File: src/logic/rmcc_map.vh
// register offsets, field positions and reset values of the run-mode clock configuration block
`ifndef RMCC_MAP_VH
`define RMCC_MAP_VH
`define RMCC_OFS_RCFG 8'h60
`define RMCC_RCFG_RESET 32'h078E3AC0
`define RMCC_RCFG_WMASK 32'h0FDE3FFC
`define RMCC_LANE_W 8
`define RMCC_DIV_RESET 5'h10
`define RMCC_DIV_ONE 5'h01
`define RMCC_WORD_ZERO 32'h00000000
`define RMCC_GATE_RESET 32'h00000000
`define RMCC_BIT_GATE 27
`define RMCC_DIV_HI 26
`define RMCC_DIV_LO 23
`define RMCC_BIT_USEDIV 22
`define RMCC_BIT_BYPASS 11
`define RMCC_CODE_RSVD 4'h0
`define RMCC_PLL_MIN_CODE 4'h3
`define RMCC_MODE_RUN 2'h0
`define RMCC_MODE_SLEEP 2'h1
`define RMCC_MODE_DEEP 2'h2
`define RMCC_GATE_W 32
`endif

File: src/logic/rmcc_top.v
// run-mode clock configuration register with gating-set selection and divisor logic
`include "rmcc_map.vh"

module rmcc_top (
  // clock and reset
  input wire mclk_i,
  input wire reset_n_i,
  // wishbone slave
  input wire wb_cyc_i,
  input wire wb_stb_i,
  input wire wb_we_i,
  input wire [7:0] wb_adr_i,
  input wire [3:0] wb_sel_i,
  input wire [31:0] wb_dat_i,
  output reg [31:0] wb_dat_o,
  output reg wb_ack_o,
  output wire wb_err_o,
  // power mode and gating sets, same clock domain
  input wire [1:0] power_mode_i,
  input wire [31:0] run_gating_set_i,
  input wire [31:0] sleep_gating_set_i,
  input wire [31:0] deep_sleep_gating_set_i,
  // clock control results
  output reg [31:0] periph_clk_en_o,
  output reg [4:0] sys_divisor_o,
  output reg use_divider_o
);

  // writable-bit mask of the configuration word; reserved bits read as zero
  localparam [31:0] WR_MASK = `RMCC_RCFG_WMASK;

  // stored configuration word and its next value
  reg [31:0] rcfg_r;
  reg [31:0] rcfg_nxt;

  // selected gating word, registered into the peripheral enables
  reg [31:0] gate_nxt;

  // next values of the registered bus outputs
  reg [31:0] rdata_nxt;
  reg ack_nxt;

  // next values of the registered divider outputs
  reg [4:0] div_nxt;
  reg usediv_nxt;

  // decoded bus request
  wire req;
  wire hit;
  wire take;
  wire take_wr;

  // decoded configuration fields
  wire gate_sel;
  wire pll_on;
  wire [3:0] div_code;
  wire [3:0] eff_code;

  // byte-lane merge of write data; read-only bits keep their stored value
  function [31:0] rmcc_merge;
    input [31:0] old_v;
    input [31:0] new_v;
    input [3:0] sel;
    integer k;
    begin
      rmcc_merge = old_v;
      for (k = 0; k < `RMCC_GATE_W; k = k + 1) begin
        if (sel[k / `RMCC_LANE_W] && WR_MASK[k]) begin
          rmcc_merge[k] = new_v[k];
        end
      end
    end
  endfunction

  // clamp a divisor code to the fastest code legal for the current source
  function [3:0] rmcc_clamp;
    input [3:0] code;
    input pll;
    begin
      if (pll && (code < `RMCC_PLL_MIN_CODE)) begin
        rmcc_clamp = `RMCC_PLL_MIN_CODE;
      end else begin
        rmcc_clamp = code;
      end
    end
  endfunction

  // divisor from a code: code plus one; the reserved code 0 gives divide by one
  function [4:0] rmcc_divisor;
    input [3:0] code;
    begin
      if (code == `RMCC_CODE_RSVD) begin
        rmcc_divisor = `RMCC_DIV_ONE;
      end else begin
        rmcc_divisor = {1'b0, code} + `RMCC_DIV_ONE;
      end
    end
  endfunction

  // read-back word: stored bits with the clamped divisor code in its field
  function [31:0] rmcc_readback;
    input [31:0] cfg;
    input [3:0] code;
    begin
      rmcc_readback = cfg;
      rmcc_readback[`RMCC_DIV_HI:`RMCC_DIV_LO] = code;
    end
  endfunction

  // a request is taken only while ack is low, so each one gets one ack
  assign req = wb_cyc_i && wb_stb_i;
  assign hit = (wb_adr_i == `RMCC_OFS_RCFG);
  assign take = req && hit && !wb_ack_o;
  assign take_wr = take && wb_we_i;

  // unmapped addresses answer with err so a stray pointer is visible
  assign wb_err_o = req && !hit && !wb_ack_o;

  // field decode of the stored word
  assign gate_sel = rcfg_r[`RMCC_BIT_GATE];
  assign pll_on = !rcfg_r[`RMCC_BIT_BYPASS];
  assign div_code = rcfg_r[`RMCC_DIV_HI:`RMCC_DIV_LO];

  // the stored code is kept; only what is read and used is clamped,
  // so software that later bypasses the pll gets back its own code
  assign eff_code = rmcc_clamp(div_code, pll_on);

  // register write path
  always @* begin
    rcfg_nxt = rcfg_r;
    if (take_wr) begin
      rcfg_nxt = rmcc_merge(rcfg_r, wb_dat_i, wb_sel_i);
    end
  end

  // bus answer: ack one cycle after the take, data valid with it
  always @* begin
    ack_nxt = take;
    rdata_nxt = `RMCC_WORD_ZERO;
    if (take) begin
      rdata_nxt = rmcc_readback(rcfg_r, eff_code);
    end
  end

  // gating-set selection by power mode
  always @* begin
    gate_nxt = run_gating_set_i;
    if (gate_sel) begin
      case (power_mode_i)
        `RMCC_MODE_SLEEP: gate_nxt = sleep_gating_set_i;
        `RMCC_MODE_DEEP: gate_nxt = deep_sleep_gating_set_i;
        default: gate_nxt = run_gating_set_i;
      endcase
    end
  end

  // divider outputs follow the stored word one cycle late
  always @* begin
    // code 0 is reserved; divide by one rather than stall the clock
    div_nxt = rmcc_divisor(eff_code);
    // the pll cannot feed the system clock undivided
    usediv_nxt = rcfg_r[`RMCC_BIT_USEDIV] | pll_on;
  end

  // configuration word
  always @(posedge mclk_i or negedge reset_n_i) begin
    if (!reset_n_i) begin
      rcfg_r <= `RMCC_RCFG_RESET;
    end else begin
      rcfg_r <= rcfg_nxt;
    end
  end

  // bus outputs; ack drops the cycle after it is given
  always @(posedge mclk_i or negedge reset_n_i) begin
    if (!reset_n_i) begin
      wb_ack_o <= 1'b0;
      wb_dat_o <= `RMCC_WORD_ZERO;
    end else begin
      wb_ack_o <= ack_nxt;
      wb_dat_o <= rdata_nxt;
    end
  end

  // peripheral clock enables; all clocks stay off while reset is held
  always @(posedge mclk_i or negedge reset_n_i) begin
    if (!reset_n_i) begin
      periph_clk_en_o <= `RMCC_GATE_RESET;
    end else begin
      periph_clk_en_o <= gate_nxt;
    end
  end

  // divider outputs; the reset divisor matches the reset code
  always @(posedge mclk_i or negedge reset_n_i) begin
    if (!reset_n_i) begin
      sys_divisor_o <= `RMCC_DIV_RESET;
      use_divider_o <= 1'b0;
    end else begin
      sys_divisor_o <= div_nxt;
      use_divider_o <= usediv_nxt;
    end
  end

  // limitation: the divisor output is a setting only; the block that divides
  // the clock must itself avoid glitches when the divisor changes mid-period

  // limitation: power mode 3 is not a documented mode and is treated as run,
  // which keeps every peripheral that run mode enables clocked

  // trade-off: the gating word is registered, costing one cycle of delay
  // on a mode change, so that the enables leave the block glitch-free

  // trade-off: the clamp sits in front of both the read data and the divider
  // so that what software reads is always what the clock tree uses

endmodule // rmcc_top

File: config.mk
export PLATFORM = sky130hd
export DESIGN_NAME = rmcc_top
export DESIGN_NICKNAME = d
export VERILOG_FILES = /design/src/logic/rmcc_top.v
export VERILOG_INCLUDE_DIRS = /design/src /design/src/logic
export SDC_FILE = /design/constraint.sdc
export NUM_CORES = 1
export LEC_CHECK = 0
export ABC_AREA = 1
export BUFFER_PORTS_ARGS = -buffer_cell sky130_fd_sc_hd__buf_2
export CAP_MARGIN = 40
export CORE_MARGIN = 1
export CORE_UTILIZATION = 45
export DETAILED_ROUTE_END_ITERATION = 7
export GPL_TIMING_DRIVEN = 0
export PLACE_DENSITY_LB_ADDON = 0.12
export SLEW_MARGIN = 20
export SYNTH_ARGS = -nofsm -noshare
export SYNTH_HDL_FRONTEND = slang
export SYNTH_SLANG_ARGS = --single-unit
File: constraint.sdc
create_clock -name mclk_i -period 1.9 [get_ports mclk_i]
set_input_delay 0.19 -clock mclk_i [delete_from_list [all_inputs] [get_ports mclk_i]]
set_output_delay 0.19 -clock mclk_i [all_outputs]
set_load 0.01 [all_outputs]
Word-level counts from Yosys, hierarchy flattened
Index checks and enable logic that the tools add are counted.
Word-level totals
  register bits: 93
  bits in latches: 0
  bits in writable memories: 0
  memory bits (read-only): 0
  bits of input ports: 147
  output and inout bits: 72
  word-level logic and storage cells: 35
  memories kept: 0
Operators by class
  add/sub/neg operators: 1
  multiply operators: 0
  div/mod/pow operators: 0
  $lt $le $gt $ge: 1
  equality and inequality tests: 3
  shifts and indexed selects: 0
  muxes and demuxes: 5
  bitwise gates (word level): 1
  reductions and logical operators: 15
Operators with widths (number)
  case mux 32 bit (2 select lines): 1
  two-way mux 32 bit: 1
  two-way mux 28 bit: 1
  equality test 8 x 7 -> 1 bit (second input constant): 1
  AND reduction 2 bit: 4
  logical AND 1 bit: 7
  adder 4 x 1 -> 5 bit (second input constant): 1
  two-way mux 5 bit: 1
  logical NOT 4 bit: 1
  less-than comparator 4 x 2 -> 1 bit (second input constant): 1
  two-way mux 4 bit: 1
  logical NOT 1 bit: 3
  equality test 2 x 1 -> 1 bit (second input constant): 1
  equality test 2 bit (second input constant): 1
  bitwise OR 1 bit: 1

Longest topological paths before layout
Gate-level depths: netlist (run 1).
  depth in word-level cells: 5
  mapped depth: 8
  gate-level depth less buffers: 7

Worst setup path before layout (run 1)
Ideal clock, no wire load.
  kind: register to register
  start point: reg rcfg_r[25]
  end point: reg sys_divisor_o[2]
  setup time: 0.123 ns
  data arrival time: 1.283 ns
  data required time: 1.777 ns
  path slack: 0.494 ns
  stages on the path, launching flop included: 7
  path buffers: 0
  clock period less this slack: 1.406 ns
  cell sequence: dfstp_2 nor2_1 a21oi_1 inv_1 ha_1 a21oi_1 a21oi_1
On the way
  word-level cells in the longest chain between the ends: 5
  elaborated cells between the ends (all ways): 6
  those cells by class: 1 x add/sub; 1 x order compare; 2 x mux; 2 x reduce/logical
Ends and longest elaborated chain
  start: declaration: line rmcc_top.v:33  | reg [31:0] rcfg_r;
  start signal: assignment: line rmcc_top.v:168  | rcfg_r <= `RMCC_RCFG_RESET;
  start signal: assignment: line rmcc_top.v:170  | rcfg_r <= rcfg_nxt;
  less-than comparator 4 x 2 -> 1 bit (no source line)
  logical AND 1 bit: line rmcc_top.v:80  | if (pll && (code < `RMCC_PLL_MIN_CODE)) begin
  two-way mux 4 bit *: line rmcc_top.v:80
  adder 4 x 1 -> 5 bit (no source line) / logical NOT 4 bit (equally long branches)
  two-way mux 5 bit *: line rmcc_top.v:92  | if (code == `RMCC_CODE_RSVD) begin
  via div_nxt[2]: line rmcc_top.v:44  | reg [4:0] div_nxt;
  end signal: assignment: line rmcc_top.v:197  | sys_divisor_o <= `RMCC_DIV_RESET;
  end signal: assignment: line rmcc_top.v:200  | sys_divisor_o <= div_nxt;
  end: declaration: line rmcc_top.v:25  | output reg [4:0] sys_divisor_o,
Mark *: on every way through the listed nets, which the timed path passes. The rest lies on a longest branch.
A chain may end at the register's enable or synchronous reset.

Worst setup path after layout (run 1)
Same ends and word-level chain as after synthesis.

==> results of run 1 <==
## power by group through the flow
stage | logic [W] | clock network (W) | registers, W
floorplan | 0.000159 | 0 | 0.00188
CTS | 0.000449 | 0.00119 | 0.00182
finish | 0.000443 | 0.00117 | 0.00182
detailed placement | 0.000446 | 0 | 0.00185
global route | 0.000495 | 0.00126 | 0.00183
global placement | 0.000430 | 0 | 0.00185
## worst min-delay path by stage
stage	from	end	depth (start not counted)
finish	wb_dat_i[24]	rcfg_r[24]	3
global route	wb_dat_i[24]	rcfg_r[24]	3
CTS	wb_dat_i[24]	rcfg_r[24]	3
detailed placement	reset_n_i	wb_dat_o[8]	1
global placement	wb_dat_i[13]	rcfg_r[13]	3
floorplan	reset_n_i	periph_clk_en_o[0]	0
## state kept, by name, indices dropped and copies added, names as in the netlist
register / cells
wb_ack_o: 1
sys_divisor_o: 5
periph_clk_en_o: 32
rcfg_r: 22
wb_dat_o: 22
use_divider_o: 1
## final cells by class
class                           instances  area, um2  share of cell area [%]
Multi-Input combinational cell        232       1430                    26.7
Timing Repair Buffer                  199       1030                    19.2
Clock buffer                            9        124                    2.32
Inverter                               67        251                    4.71
Clock inverter                          7       53.8                    1.01
Sequential cell                        83       2090                    39.2
Tap cell                              105        131                    2.46
Buffer                                 30        238                    4.45
## worst register-to-register path, stage by stage, from the launching register on
cell and delay (ns):
dfstp_2 0.60, nor2_1 0.07, a21oi_1 0.29, inv_1 0.08, ha_1 0.23, a21oi_1 0.15
a21oi_1 0.05
## metal layers
| metal | track usage (%) | share of wire, % |
|---|---|---|
| met1 | 26.1 | 39 |
| met2 | 38.7 | 50 |
| met3 | 8.29 | 9.2 |
| met4 | 8.58 | 2.0 |
| met5 | 0 | 0 |
## cell families (layout without fill, tap and decap cells)
logic type | Yosys count | after routing | share of synthesized area (%)
AND/OR/NAND/NOR | 149 | 149 | 16.2
buffers and inverters | 97 | 312 | 12.3
flip-flops | 83 | 83 | 52.7
AO/OA/AOI/OAI | 68 | 68 | 17.2
adder cells (fa/ha/maj) | 4 | 4 | 1.26
other | 1 | 10 | 0.0943
XOR/XNOR | 1 | 1 | 0.220
## through the flow
| stage | utilization, % | std cells | hold slack [ns] | power [W] | setup WS (ns) |
|---|---|---|---|---|---|
| floorplan | - | 412 | -0.106 | 0.00204 | 0.494 |
| global route | 63.8 | 732 | 0.0268 | 0.00358 | 0.216 |
| global placement | 61.2 | 714 | 0.412 | 0.00228 | -0.00822 |
| detailed placement | 61.5 | 715 | 0.190 | 0.00230 | 0.303 |
| CTS | 63.8 | 732 | 0.0210 | 0.00346 | 0.289 |
| finish | 63.8 | 732 | 0.0337 | 0.00343 | 0.313 |
## repair_timing
action,4_1_cts,5_1_grt
setup buffers,0,0
hold buffers,1,0
resized for setup,0,0
hold endpoints to repair,32,0
## placed cells by master (no fill, tap or decap), types with 2 or more instances in the layout
cell | synthesis | routed
clkinv_4 | 0 | 2
buf_6 | 11 | 11
nand2_1 | 87 | 87
nor2_1 | 30 | 30
clkbuf_8 | 0 | 9
clkinvlp_4 | 0 | 3
nand4_1 | 26 | 26
dfstp_2 | 14 | 14
buf_2 | 4 | 200
buf_4 | 10 | 11
a22oi_2 | 32 | 32
ha_1 | 4 | 4
conb_1 | 1 | 10
clkbuf_1 | 5 | 5
dfrtp_1 | 69 | 69
inv_1 | 66 | 66
a21oi_1 | 8 | 8
nor2_2 | 3 | 3
a21oi_2 | 28 | 28
==> flow_metrics.env, run 1 <==
export IMPL_outcome="complete, no violations"
export IMPL_yosys_warnings=0
export IMPL_internal_power_w=0.00250
export IMPL_finalNetCount=773
export IMPL_setup_violations=0
export IMPL_synth_edff_count=0
export IMPL_gp_congestion=0.779
export IMPL_hp_class="primary input to flip-flop"
export IMPL_syn_avg_cell_area_um2=9.86
export IMPL_drt_pass1_iter_count=4
export IMPL_cts_root_buf="clkbuf_8"
export IMPL_synth_cells=403
export IMPL_reg2reg_depth=6
export IMPL_cap_violations=0
export IMPL_critPathLaunch="rcfg_r[25]"
export IMPL_worstPathArrival_ns=1.84
export IMPL_grt_pass1_wl_um=15700
export IMPL_vias=3446
export IMPL_rows=33
export IMPL_clock_fmax_ghz=0.630
export IMPL_place_port_buffers=197
export IMPL_setup_tns_ns=0
export IMPL_fillers=748
export IMPL_worstReg2RegStart="rcfg_r[25]"
export IMPL_power_share_clock_pct=34.0
export IMPL_crit_path_cell_trace="nor2_1 -> a21oi_1 -> inv_1 -> ha_1 -> a21oi_1 -> a21oi_1"
export IMPL_synth_top_area_share_pct=43.4
export IMPL_detailed_place_area_um2=5160
export IMPL_insertedDiodeCount=0
export IMPL_netlist_top_cells_count="87 x nand2_1, 69 x dfrtp_1, 66 x inv_1, 32 x a22oi_2, 30 x nor2_1"
export IMPL_antenna_found_initial=0
export IMPL_rsz0062_at_grt="false"
export IMPL_required_ns=2.15
export IMPL_synthTopCellsByArea="dfrtp_1 43%, a22oi_2 10%, dfstp_2 9.3%"
export IMPL_clkSinkCount=83
export IMPL_coreArea_um2=8380
export IMPL_critPathMaxStageDelay_ns=0.60
export IMPL_detail_route_wl_per_cell_um=13.7
export IMPL_ys_flop_type="dfrtp_1"
export IMPL_area_growth_pct=34.4
export IMPL_die_y_um=96.0
export IMPL_cpMaxStageDelayCell="dfstp_2"
export IMPL_fin_area_um2=5340
export IMPL_synth_seq_cells=83
export IMPL_grt_pass1_vias=3405
export IMPL_r2r_slack_ns=0.31
export IMPL_path_depth=6
export IMPL_skew_ns=0.00847
export IMPL_vias_per_cell=4.71
export IMPL_synth_seq_area_share_pct=52.7
export IMPL_ant_nets=0
export IMPL_start_util_pct=47.4
export IMPL_synth_area_um2=3980
export IMPL_worst_path_buf_inv=1
export IMPL_fin_crit_sh_pct=83.5
export IMPL_cellPowerDensity_nw_per_um2=642
export IMPL_cp_end_kind="flip-flop"
export IMPL_gr_total_overflow=0
export IMPL_p_sw_w=0.000935
export IMPL_grt_use_total_pct=22.8
export IMPL_drive_gt1_share_pct=50.7
export IMPL_cts_tree="yes"
export IMPL_die_area_um2=9210
export IMPL_clock_latency_ns=0.36
export IMPL_p_leak_nw=2.83
export IMPL_drc=0
export IMPL_worst_path_most_repeated_cell="a21oi_1"
export IMPL_pwr_share_seq_pct=53.0
export IMPL_hold_viol=0
export IMPL_io_pins=219
export IMPL_crit_family="flip-flops"
export IMPL_irDropWorstVdd_mv=0.289
export IMPL_drtIter0Drc=81
export IMPL_grt_max_degree=49
export IMPL_path_clk_slew_ns=0.09
export IMPL_async_reset_ff_share_pct=100
export IMPL_crit_end="sys_divisor_o[2]"
export IMPL_final_max_slew_viol_count=0
export IMPL_fin_crit_ns=1.59
export IMPL_synthMostInstantiatedCell="nand2_1"
export IMPL_cp_max_fo=7
export IMPL_r2r_end="sys_divisor_o[2]"
export IMPL_switching_share_pct=27.2
export IMPL_synth_cell_types=21
export IMPL_post_dp_hpwl_um=7810
export IMPL_numCtsBuffers=9
export IMPL_start_kind="flip-flop"
export IMPL_clk_path_buf_depth=2
export IMPL_drt_total_wl_um=10000
export IMPL_yosysTopAreaCell="dfrtp_1"
export IMPL_fp_dieW_um=96.0
export IMPL_critPathKind="flip-flop to flip-flop"
export IMPL_power_combinational_fraction_pct=12.9
export IMPL_htreeDepth=3
No activity file was read; power rests on OpenSTA's default activity.
==> run 2: changes to the inputs <==
- CORE_UTILIZATION: 45 -> 40
- clock period: 1.9 -> 1.4 ns (I/O delays scaled with it)
==> flow_metrics.env, run 2 (same netlist as run 1, synthesis figures left out) <==
export IMPL_ant_nets=0
export IMPL_critPathKind="flip-flop to flip-flop"
export IMPL_place_port_buffers=197
export IMPL_finalNetCount=779
export IMPL_detail_route_wl_per_cell_um=13.0
export IMPL_crit_path_cell_trace="inv_4 -> a21oi_4 -> inv_1 -> ha_2 -> a21oi_2 -> a21oi_1"
export IMPL_drc=0
export IMPL_r2r_slack_ns=0.05
export IMPL_cellPowerDensity_nw_per_um2=877
export IMPL_rsz0062_at_grt="true"
export IMPL_htreeDepth=3
export IMPL_vias=3451
export IMPL_fin_crit_ns=1.35
export IMPL_largest_reg_flops=32
export IMPL_die_y_um=102
export IMPL_post_dp_hpwl_um=7700
export IMPL_cap_violations=0
export IMPL_drtIter0Drc=66
export IMPL_cp_max_fo=3
export IMPL_fillers=885
export IMPL_setup_violations=0
export IMPL_path_clk_slew_ns=0.08
export IMPL_start_util_pct=41.0
export IMPL_crit_family="flip-flops"
export IMPL_worstPathArrival_ns=1.58
export IMPL_rows=36
export IMPL_clkSinkCount=83
export IMPL_layout_commonest_cell="buf_2"
export IMPL_largest_registers="periph_clk_en_o x32, rcfg_r x22, wb_dat_o x22"
export IMPL_worst_path_buf_inv=2
export IMPL_clock_latency_ns=0.34
export IMPL_worst_pin_slew_ns=0.521
export IMPL_fin_crit_sh_pct=96.8
export IMPL_fin_ws_ns=0.0450
export IMPL_antenna_found_initial=0
export IMPL_gr_total_overflow=0
export IMPL_grt_pass1_vias=3322
export IMPL_slew_headroom_pct=65.3
export IMPL_drt_total_wl_um=9990
export IMPL_drt_pass1_iter_count=6
export IMPL_area_growth_pct=38.2
export IMPL_irDropWorstVdd_mv=0.500
export IMPL_mostFrequentLayoutCells="200 x buf_2, 86 x nand2_1, 69 x dfrtp_1"
export IMPL_cp_end_kind="flip-flop"
export IMPL_grt_use_total_pct=19.8
export IMPL_io_pins=219
export IMPL_cts_tree="yes"
export IMPL_hold_viol=0
export IMPL_detailed_place_area_um2=5190
export IMPL_drive_gt1_share_pct=52.0
export IMPL_die_area_um2=10300
export IMPL_outcome="complete, no violations"
export IMPL_numCtsBuffers=9
export IMPL_hold_depth=3
export IMPL_reg2reg_depth=6
export IMPL_critPathMaxStageDelay_ns=0.57
export IMPL_cpMaxStageDelayCell="dfstp_2"
export IMPL_regMostFlops="periph_clk_en_o"
export IMPL_cts_root_buf="clkbuf_8"
export IMPL_gp_congestion=0.761
export IMPL_path_depth=6
export IMPL_final_max_slew_viol_count=0
export IMPL_place_ws_ns=-0.0770
export IMPL_p_leak_nw=2.88
export IMPL_skew_ns=0.00620
export IMPL_fin_cells=766
export IMPL_post_place_cells=743
export IMPL_grt_pass1_wl_um=15300
export IMPL_clk_path_buf_depth=2
export IMPL_whs_ns=0.0180
export IMPL_start_kind="flip-flop"
export IMPL_coreArea_um2=9680
export IMPL_fin_area_um2=5490
export IMPL_grt_max_degree=57
export IMPL_required_ns=1.63
export IMPL_vias_per_cell=4.51
export IMPL_fp_dieW_um=102
export IMPL_insertedDiodeCount=0
export IMPL_hp_class="primary input to flip-flop"
export IMPL_clock_fmax_ghz=0.738
run 2: cell types whose count changed in the layout (fill, tap and decap cells not counted), sizes merged:
cell / before / now
buf: 223 / 226
bufinv: 0 / 1
clkinvlp: 3 / 0
inv: 68 / 67
clkbuf: 14 / 19
clkinv: 3 / 1
dlygate4sd3: 1 / 4
run 2: path summary, 6_finish.rpt:
| path | startpoint | to |
|---|---|---|
| setup / recovery | rcfg_r[11] | sys_divisor_o[2] |
| hold / removal | wb_dat_i[25] | rcfg_r[25] |
| setup reg to reg | rcfg_r[11] | sys_divisor_o[2] |
| hold reg to reg | rcfg_r[17] | rcfg_r[17] |
| max in group asynchronous | reset_n_i | rcfg_r[25] |
| min in group asynchronous | reset_n_i | wb_dat_o[10] |
run 2: what timing repair did:
action	CTS	global route
endpoints found under the setup margin	2	9
resized for setup	3	10
hold buffers	4	0
cloned	0	0
setup buffers	2	1
endpoints found under the hold margin	27	0
pin swaps	2	3
run 2: stage by stage:
stage               power (W)  utilization [%]  setup TNS (ns)
floorplan             0.00276                -               0
global placement      0.00310             53.3          -33.87
detailed placement    0.00312             53.6         -0.0889
CTS                   0.00489             56.3               0
global route          0.00504             56.7         -0.0197
finish                0.00482             56.7               0
run 2: worst register-to-register path: stages, from the launching register on:
cell and delay [ns]:
dfstp_2 0.57, inv_4 0.06, a21oi_4 0.16, inv_1 0.06, ha_2 0.20, a21oi_2 0.14
a21oi_1 0.05
run 2: report_power, final:
part / total [W] / internal [W] / leakage [nW] / switching, W
combinational: 0.000616 / 0.000293 / 1.76 / 0.000323
clock: 0.00173 / 0.000923 / 0.101 / 0.000810
sequential: 0.00247 / 0.00246 / 1.02 / 0.0000154
total: 0.00482 / 0.00367 / 2.88 / 0.00115
run 2: cell type report:
type	instances	area [um2]	share of cell area, %
Buffer	30	238	4.33
Clock buffer	14	163	2.96
Clock inverter	2	35.0	0.638
Inverter	67	254	4.62
Multi-Input combinational cell	232	1460	26.7
Sequential cell	83	2090	38.1
Tap cell	133	166	3.03
Timing Repair Buffer	205	1080	19.6
run 2: per-layer routing:
layer,part of all wire (%),vias to the layer above,track usage [%]
met4,1.6,0,8.47
met1,39,1591,22.3
met5,0,-,0
met3,7.9,13,5.59
met2,51,133,34.9
li1,-,1714,-
